`src/verilog/rcm_defs.svh`:
```
// Function
// - Vector alias window spans 0x00 to 0x20
// - Any reset maps flash at address zero
// - Alias bit set maps SRAM at zero
// - Alias bit cleared maps flash back
// - Reset enters hidden kernel, jumps if boot pin
// - Kernel region unreachable by user accesses
// - Four reset sources, cause bits accumulate until cleared
// - All-zero cause means external reset
// - Power-on sets cause bit 0, reads 0x01
// - Watchdog reset sets cause bit 1
// - Software sets bit 2, forcing reset
// - Cause bits clear by write-one clear register
`ifndef RCM_DEFS_SVH
`define RCM_DEFS_SVH

// ==========================================================
// Register byte addresses
`define RCM_ADDR_ALIAS_CTRL 32'hFFFF0220
`define RCM_ADDR_CAUSE_FLAGS 32'hFFFF0230
`define RCM_ADDR_CAUSE_CLEAR 32'hFFFF0234
`define RCM_ADDR_IRQ_STATUS 32'hFFFF0240
`define RCM_ADDR_IRQ_MASK 32'hFFFF0244

// ==========================================================
// Field positions
`define RCM_ALIAS_REMAP_BIT 0
`define RCM_ALIAS_SRAM_SMALL_BIT 3
`define RCM_ALIAS_FLASH_SMALL_BIT 4
`define RCM_CAUSE_POR_BIT 0
`define RCM_CAUSE_WDT_BIT 1
`define RCM_CAUSE_SW_BIT 2
`define RCM_IRQ_WDT_BIT 0
`define RCM_IRQ_SW_BIT 1
`define RCM_IRQ_EXT_BIT 2

// ==========================================================
// Reset values
`define RCM_CAUSE_RESET 3'h1
`define RCM_IRQ_RESET 3'h0

// ==========================================================
// Memory map
`define RCM_ALIAS_TOP 32'h00000020
`define RCM_FLASH_BASE 32'h00080000
`define RCM_FLASH_SIZE 32'h00010000
`define RCM_SRAM_BASE 32'h00010000
`define RCM_SRAM_SIZE 32'h00002000
`define RCM_KERNEL_BASE 32'h0008F800
`define RCM_KERNEL_SIZE 32'h00000800

// ==========================================================
// Timing counts
`define RCM_HOLD_CYCLES 16'h0004
`define RCM_KERNEL_CYCLES 16'h0010

`endif

```
`src/verilog/rcm_pkg.sv`:
```
package rcm_pkg;

    typedef enum logic [1:0] {
        RCM_RUN = 2'b00,
        RCM_HOLD = 2'b01,
        RCM_KERNEL = 2'b10
    } rcm_state_t;

    typedef struct packed {
        rcm_state_t state;
        logic [15:0] cnt;
        logic remap;
        logic [2:0] cause;
        logic [2:0] irq_stat;
        logic [2:0] irq_mask;
        logic irq;
        logic pready;
        logic pslverr;
        logic [31:0] prdata;
        logic sys_reset;
        logic kernel_active;
        logic boot_jump;
        logic f_flash;
        logic f_sram;
        logic f_kernel;
        logic f_denied;
        logic [31:0] f_addr;
    } rcm_regs_t;

endpackage : rcm_pkg

```
`src/verilog/rcm_alias_decode.sv`:
```
`timescale 1ns/1ps
`include "rcm_defs.svh"
module rcm_alias_decode
    import rcm_pkg::*;
(
    input wire logic [31:0] addr,
    input wire logic remap,
    input wire logic kernel_active,
    output logic sel_flash,
    output logic sel_sram,
    output logic sel_kernel,
    output logic denied,
    output logic [31:0] mem_addr
);

    logic in_alias;
    logic in_flash;
    logic in_sram;
    logic in_kernel;

    always_comb begin
        in_alias = (addr <= `RCM_ALIAS_TOP);
        in_kernel = (addr >= `RCM_KERNEL_BASE) &&
            (addr < `RCM_KERNEL_BASE + `RCM_KERNEL_SIZE);
        in_flash = !in_kernel && (addr >= `RCM_FLASH_BASE) &&
            (addr < `RCM_FLASH_BASE + `RCM_FLASH_SIZE);
        in_sram = (addr >= `RCM_SRAM_BASE) && (addr < `RCM_SRAM_BASE + `RCM_SRAM_SIZE);
        sel_flash = 1'b0;
        sel_sram = 1'b0;
        sel_kernel = 1'b0;
        denied = 1'b0;
        mem_addr = addr;
        if (in_kernel) begin
            sel_kernel = kernel_active;
            denied = !kernel_active;
        end else if (in_alias) begin
            if (remap) begin
                sel_sram = 1'b1;
                mem_addr = `RCM_SRAM_BASE + addr;
            end else begin
                sel_flash = 1'b1;
                mem_addr = `RCM_FLASH_BASE + addr;
            end
        end else begin
            sel_flash = in_flash;
            sel_sram = in_sram;
            denied = !(in_flash || in_sram);
        end
    end

endmodule : rcm_alias_decode

```
`src/verilog/rcm_top.sv`:
```
`timescale 1ns/1ps
`include "rcm_defs.svh"
module rcm_top
    import rcm_pkg::*;
#(
    parameter logic SMALL_FLASH = 1'b0,
    parameter logic SMALL_SRAM = 1'b0,
    parameter logic [15:0] HOLD_CYCLES = `RCM_HOLD_CYCLES,
    parameter logic [15:0] KERNEL_CYCLES = `RCM_KERNEL_CYCLES
)
(
    input wire logic clk,
    input wire logic rst,
    input wire logic psel,
    input wire logic penable,
    input wire logic pwrite,
    input wire logic [31:0] paddr,
    input wire logic [31:0] pwdata,
    output logic [31:0] prdata,
    output logic pready,
    output logic pslverr,
    input wire logic ext_reset_req,
    input wire logic wdt_expire,
    input wire logic boot_select_pin,
    input wire logic [31:0] fetch_addr,
    output logic fetch_sel_flash,
    output logic fetch_sel_sram,
    output logic fetch_sel_kernel,
    output logic fetch_denied,
    output logic [31:0] fetch_mem_addr,
    output logic sys_reset,
    output logic kernel_active,
    output logic boot_jump,
    output logic irq
);

    rcm_regs_t r_reg;
    rcm_regs_t r_next;
    logic d_flash;
    logic d_sram;
    logic d_kernel;
    logic d_denied;
    logic [31:0] d_addr;
    logic setup;
    logic wr_done;
    logic rd_done;
    logic sw_force;
    logic [2:0] ev;
    logic [2:0] rd_clear;
    logic [31:0] rdata;
    logic hit;

    // ==========================================================
    // Fetch alias decode
    rcm_alias_decode u_dec (
        .addr(fetch_addr),
        .remap(r_reg.remap),
        .kernel_active(r_reg.kernel_active),
        .sel_flash(d_flash),
        .sel_sram(d_sram),
        .sel_kernel(d_kernel),
        .denied(d_denied),
        .mem_addr(d_addr)
    );

    // ==========================================================
    // Next state
    always_comb begin
        r_next = r_reg;
        setup = psel && !penable;
        wr_done = psel && penable && r_reg.pready && pwrite;
        rd_done = psel && penable && r_reg.pready && !pwrite;
        sw_force = wr_done && (paddr == `RCM_ADDR_CAUSE_FLAGS) &&
            pwdata[`RCM_CAUSE_SW_BIT];
        ev = 3'h0;
        rd_clear = 3'h0;
        rdata = 32'h00000000;
        hit = 1'b1;

        // Bus read mux
        case (paddr)
            `RCM_ADDR_ALIAS_CTRL: begin
                rdata[`RCM_ALIAS_REMAP_BIT] = r_reg.remap;
                rdata[`RCM_ALIAS_SRAM_SMALL_BIT] = SMALL_SRAM;
                rdata[`RCM_ALIAS_FLASH_SMALL_BIT] = SMALL_FLASH;
            end
            `RCM_ADDR_CAUSE_FLAGS: begin
                rdata[2:0] = r_reg.cause;
            end
            `RCM_ADDR_CAUSE_CLEAR: begin
                rdata = 32'h00000000;
            end
            `RCM_ADDR_IRQ_STATUS: begin
                rdata[2:0] = r_reg.irq_stat;
            end
            `RCM_ADDR_IRQ_MASK: begin
                rdata[2:0] = r_reg.irq_mask;
            end
            default: begin
                hit = 1'b0;
            end
        endcase

        // APB answer one cycle after setup
        r_next.pready = setup;
        if (setup) begin
            r_next.prdata = pwrite ? 32'h00000000 : rdata;
            r_next.pslverr = !hit;
        end else begin
            r_next.prdata = 32'h00000000;
            r_next.pslverr = 1'b0;
        end

        // Register writes
        if (wr_done) begin
            case (paddr)
                `RCM_ADDR_ALIAS_CTRL: begin
                    r_next.remap = pwdata[`RCM_ALIAS_REMAP_BIT];
                end
                `RCM_ADDR_CAUSE_CLEAR: begin
                    r_next.cause = r_reg.cause & ~pwdata[2:0];
                end
                `RCM_ADDR_IRQ_MASK: begin
                    r_next.irq_mask = pwdata[2:0];
                end
                default: begin
                end
            endcase
        end
        if (rd_done && (paddr == `RCM_ADDR_IRQ_STATUS)) begin
            rd_clear = 3'h7;
        end

        // Reset sources
        if (r_reg.state != RCM_HOLD) begin
            if (wdt_expire) begin
                ev[`RCM_IRQ_WDT_BIT] = 1'b1;
                r_next.cause[`RCM_CAUSE_WDT_BIT] = 1'b1;
            end
            if (sw_force) begin
                ev[`RCM_IRQ_SW_BIT] = 1'b1;
                r_next.cause[`RCM_CAUSE_SW_BIT] = 1'b1;
            end
            if (ext_reset_req) begin
                ev[`RCM_IRQ_EXT_BIT] = 1'b1;
            end
        end

        // Sequencer
        r_next.boot_jump = 1'b0;
        case (r_reg.state)
            RCM_RUN: begin
                if (ev != 3'h0) begin
                    r_next.state = RCM_HOLD;
                    r_next.cnt = HOLD_CYCLES;
                    r_next.sys_reset = 1'b1;
                    r_next.remap = 1'b0;
                    r_next.kernel_active = 1'b1;
                end
            end
            RCM_HOLD: begin
                r_next.remap = 1'b0;
                if (r_reg.cnt <= 16'h0001) begin
                    r_next.state = RCM_KERNEL;
                    r_next.cnt = KERNEL_CYCLES;
                    r_next.sys_reset = 1'b0;
                end else begin
                    r_next.cnt = r_reg.cnt - 16'h0001;
                end
            end
            RCM_KERNEL: begin
                if (ev != 3'h0) begin
                    r_next.state = RCM_HOLD;
                    r_next.cnt = HOLD_CYCLES;
                    r_next.sys_reset = 1'b1;
                    r_next.remap = 1'b0;
                end else if (r_reg.cnt > 16'h0001) begin
                    r_next.cnt = r_reg.cnt - 16'h0001;
                end else if (boot_select_pin) begin
                    r_next.state = RCM_RUN;
                    r_next.cnt = 16'h0000;
                    r_next.kernel_active = 1'b0;
                    r_next.boot_jump = 1'b1;
                end else begin
                    r_next.cnt = 16'h0000;
                end
            end
            default: begin
                r_next.state = RCM_KERNEL;
                r_next.cnt = KERNEL_CYCLES;
            end
        endcase

        // Sticky events, set wins over read clear
        r_next.irq_stat = (r_reg.irq_stat & ~rd_clear) | ev;
        r_next.irq = |(r_next.irq_stat & r_next.irq_mask);

        // Registered fetch route
        r_next.f_flash = d_flash;
        r_next.f_sram = d_sram;
        r_next.f_kernel = d_kernel;
        r_next.f_denied = d_denied;
        r_next.f_addr = d_addr;
    end

    // ==========================================================
    // State register
    always_ff @(posedge clk) begin
        if (rst) begin
            r_reg.state <= RCM_KERNEL;
            r_reg.cnt <= KERNEL_CYCLES;
            r_reg.remap <= 1'b0;
            r_reg.cause <= `RCM_CAUSE_RESET;
            r_reg.irq_stat <= `RCM_IRQ_RESET;
            r_reg.irq_mask <= `RCM_IRQ_RESET;
            r_reg.irq <= 1'b0;
            r_reg.pready <= 1'b0;
            r_reg.pslverr <= 1'b0;
            r_reg.prdata <= 32'h00000000;
            r_reg.sys_reset <= 1'b0;
            r_reg.kernel_active <= 1'b1;
            r_reg.boot_jump <= 1'b0;
            r_reg.f_flash <= 1'b0;
            r_reg.f_sram <= 1'b0;
            r_reg.f_kernel <= 1'b0;
            r_reg.f_denied <= 1'b0;
            r_reg.f_addr <= 32'h00000000;
        end else begin
            r_reg <= r_next;
        end
    end

    // ==========================================================
    // Outputs
    assign prdata = r_reg.prdata;
    assign pready = r_reg.pready;
    assign pslverr = r_reg.pslverr;
    assign fetch_sel_flash = r_reg.f_flash;
    assign fetch_sel_sram = r_reg.f_sram;
    assign fetch_sel_kernel = r_reg.f_kernel;
    assign fetch_denied = r_reg.f_denied;
    assign fetch_mem_addr = r_reg.f_addr;
    assign sys_reset = r_reg.sys_reset;
    assign kernel_active = r_reg.kernel_active;
    assign boot_jump = r_reg.boot_jump;
    assign irq = r_reg.irq;

endmodule : rcm_top
```
`config.mk`:
```
export PLATFORM = sky130hd
export DESIGN_NAME = rcm_top
export DESIGN_NICKNAME = d
export VERILOG_FILES = /design/src/verilog/rcm_pkg.sv /design/src/verilog/rcm_alias_decode.sv /design/src/verilog/rcm_top.sv
export VERILOG_INCLUDE_DIRS = /design/src /design/src/verilog
export SDC_FILE = /design/constraint.sdc
export NUM_CORES = 1
export LEC_CHECK = 0
export BUFFER_PORTS_ARGS = -buffer_cell sky130_fd_sc_hd__clkbuf_2
export CORE_MARGIN = 8
export CORE_UTILIZATION = 32
export DETAILED_ROUTE_END_ITERATION = 8
export GPL_ROUTABILITY_DRIVEN = 0
export GPL_TIMING_DRIVEN = 0
export PLACE_DENSITY = 0.69
export REMOVE_ABC_BUFFERS = 1
export SLEW_MARGIN = 15
export SYNTH_ARGS = -nofsm -noshare
export SYNTH_HDL_FRONTEND = slang
export SYNTH_HIERARCHICAL = 1
export SYNTH_SLANG_ARGS = --single-unit
```
`constraint.sdc`:
```
create_clock -name clk -period 2.5 [get_ports clk]
set_input_delay 0.5 -clock clk [delete_from_list [all_inputs] [get_ports clk]]
set_output_delay 0.5 -clock clk [all_outputs]
set_load 0.02 [all_outputs]
```
==> flow_summary.ini <==
[timing]
final-setup-viol-count = 0
worst_case_hold_slack_ps = 392
worst_slew_pin_slew_ps = 1040
max_freq_mhz = 401
slew_headroom_pct = 30.4
pins_over_their_slew_limit = 0
grt_setup_unrepaired = yes
hold_viol_final = 0
post_route_fraction_of_the_period_consumed_by_the_critical_path_pct = 99.7
fin_worst_skew_ps = 5.25
final.min_clock_period_ps = 2490

[run_status]
outcome = finished, final reports clean

[placed_design]
place_hpwl_mm = 7.81
dp.cells = 683
port_buffers = 119

[grt]
antenna_violations_before_repair = 0
grt_pass1_wl_mm = 15.8
grt_pass1_vias = 3394
overflow = 0
pin_count_of_the_biggest_net_entering_global_routing = 60
grt_util_met2_pct = 18.5
global_route.peak_usage_layer = met2
use_met3_pct = 5.45
globalRouteTotalUtil_pct = 12.1
met1_resource_use_gr_pct = 14.2

[layout]
layout-drive-gt1-share_pct = 29.0
number_of_flip_flops_under_the_largest_register_name = 32
antenna-diode-count = 0
syn2layout_area_growth_pct = 13.0
fin_nets = 637
filler_cell_count = 1216
final_cell_count_no_fill = 696

[clock_tree]
clk-insertion-delay-late_ps = 340
htree_levels = 3
tritoncts = built
cts.sinks = 73
clockBufferDepth = 2
post_cts_buffers = 0
path_clk_slew_ps = 60
cts_made_buffers = 9
clock-root-buffer = sky130_fd_sc_hd__clkbuf_16

[detailed_routing]
antenna_violating_nets_post_route = 0
drcViolationCount = 0
routed_via_density = 4.70
drt_pass1_iterations = 5
vias = 3274
post_drt_wl_per_cell_um = 14.1
routed_wirelength_mm = 9.79
drt_first_iter_violations = 173

[yosys]
synth.lib_cells_used.distinct = 57
synth.ff_latch_count = 73
synth.cell_area_mm2 = 0.00398
synth_warnings = 6
post-synth-top-area-fraction_pct = 36.7
synth_instances = 468
synth_edf_count = 0
synth.yosys.seq_area_share_pct = 36.7
post_synth.cell_area_avg_um2 = 8.50
ys.flop_type = sky130_fd_sc_hd__dfxtp_1
synth.area.top_cells = sky130_fd_sc_hd__dfxtp_1, sky130_fd_sc_hd__buf_4, sky130_fd_sc_hd__nor2b_1
asyncSetResetFlopFracSynth_pct = 0
yosysMostFrequentCell = sky130_fd_sc_hd__buf_4
synth.largest_area_cell = sky130_fd_sc_hd__dfxtp_1
netlist_top_cells_count = sky130_fd_sc_hd__buf_4, sky130_fd_sc_hd__dfxtp_1, sky130_fd_sc_hd__nor2b_1

[setup_path]
arrival_ps = 2710
most_numerous_cell_on_the_critical_path = sky130_fd_sc_hd__or4_4
crit_chain = clkbuf_2 -> or4_4 -> or4_4 -> or4_4 -> nand2_2 -> a211oi_1 -> or3_1
max_stage_delay_ps = 540
critPathMaxFanout = 3
cp.required_ps = 2710
timing.setup.critical_path_class = in -> reg
timing.critical_path.from_type = primary input
critical-path-slowest-cell = sky130_fd_sc_hd__or4_4
setup.worst_path.end_class = flip-flop

[floorplanning]
floorplan_die_area_mm2 = 0.0163
dieWidth_um = 128
placeableCoreArea_mm2 = 0.0121
design.portCount = 178
num_rows = 40
initial_core_util_pct = 33.0
die_h_um = 128

[worst_hold_path]
worst_hold_path_type = in -> reg

[pwr]
power_density_mw_per_mm2 = 710
vdd_drop_max_uv = 385
leakagePower_uw = 0.00200

[run]
maxCapViolations = 0
## report_power, final
part           internal, uW  total [uW]  switching (uW)
clock                   680        1120             445
combinational           269         694             424
sequential             1270        1370             101
total                  2220        3190             970
## routing by layer
metal | part of all wire [%] | vias up
met4 | 0.58 | 0
met2 | 44 | 144
li1 | - | 1637
met5 | 0 | -
met1 | 45 | 1487
met3 | 9.6 | 6
## worst paths after layout
kind	from	end	slack, ps	cells past startpoint
worst max-delay path	paddr[1]	irq	7	7
worst min-delay path	fetch_addr[0]	fetch_mem_addr[0]	390	2
worst max register to register	r_reg[84]	r_reg[97]	220	7
worst min register to register	r_reg[90]	r_reg[90]	470	2
## cell type report
cell class	count	area (um2)	area share (%)
well taps	168	210	4.68
flip-flops and latches	73	1460	32.5
multi-input cells	306	1910	42.5
inverters	17	63.8	1.42
repair buffers	119	596	13.3
clock inverters	1	5.00	0.111
clock buffers	12	246	5.48
## kinds of logic (layout without fill, tap and decap cells)
logic type      Yosys count  in the layout  synth area share, %
other cells               1             29               0.0942
flops                    73             73                 36.7
buf+inv                 117            149                 18.6
fa+ha+maj                 7              7                 2.20
mux                       6              6                 1.64
compound gates           76             76                 12.4
simple gates            186            186                 28.0
xor+xnor                  2              2                0.440
## repair_timing
action	4_1_cts	5_1_grt
endpoints found under the setup margin	2	6
hold buffers	0	0
gates resized for setup	3	3
pin swaps	3	0
## worst max-delay path: cells and delay by family
kind / cells / cell delay, ps
compound gates: 1 / 70
buf+inv: 1 / 80
simple gates: 5 / 2050
## per-stage QoR
step / utilization, % / power (uW) / area (um2) / worst slack, ps / TNS [ps]
4_1_cts: 37.1 / 3220 / 4480 / 30.9 / 0
5_1_grt: 37.3 / 3380 / 4490 / -31.0 / -31.0
3_3_place_gp: 34.9 / 2050 / 4210 / -418 / -3940
3_5_place_dp: 34.9 / 2080 / 4210 / -464 / -5540
2_1_floorplan: - / 1850 / 3410 / -192 / -192
6_report: 37.3 / 3190 / 4490 / 7.34 / 0
## layout by cell type (no fill, tap or decap), drive strengths merged, types with 7 or more instances in the layout
| cell | netlist | layout |
|---|---|---|
| nand2 | 31 | 31 |
| clkbuf | 20 | 130 |
| ha | 7 | 7 |
| nor2 | 20 | 20 |
| or3 | 12 | 12 |
| nor2b | 39 | 39 |
| dfxtp | 73 | 73 |
| o21ai | 16 | 16 |
| nor3 | 17 | 17 |
| nand3 | 11 | 11 |
| nand4 | 9 | 9 |
| a31oi | 10 | 10 |
| inv | 17 | 17 |
| nor4 | 9 | 9 |
| a21oi | 17 | 17 |
| conb | 1 | 29 |
No activity file was read; power rests on OpenSTA's default activity.
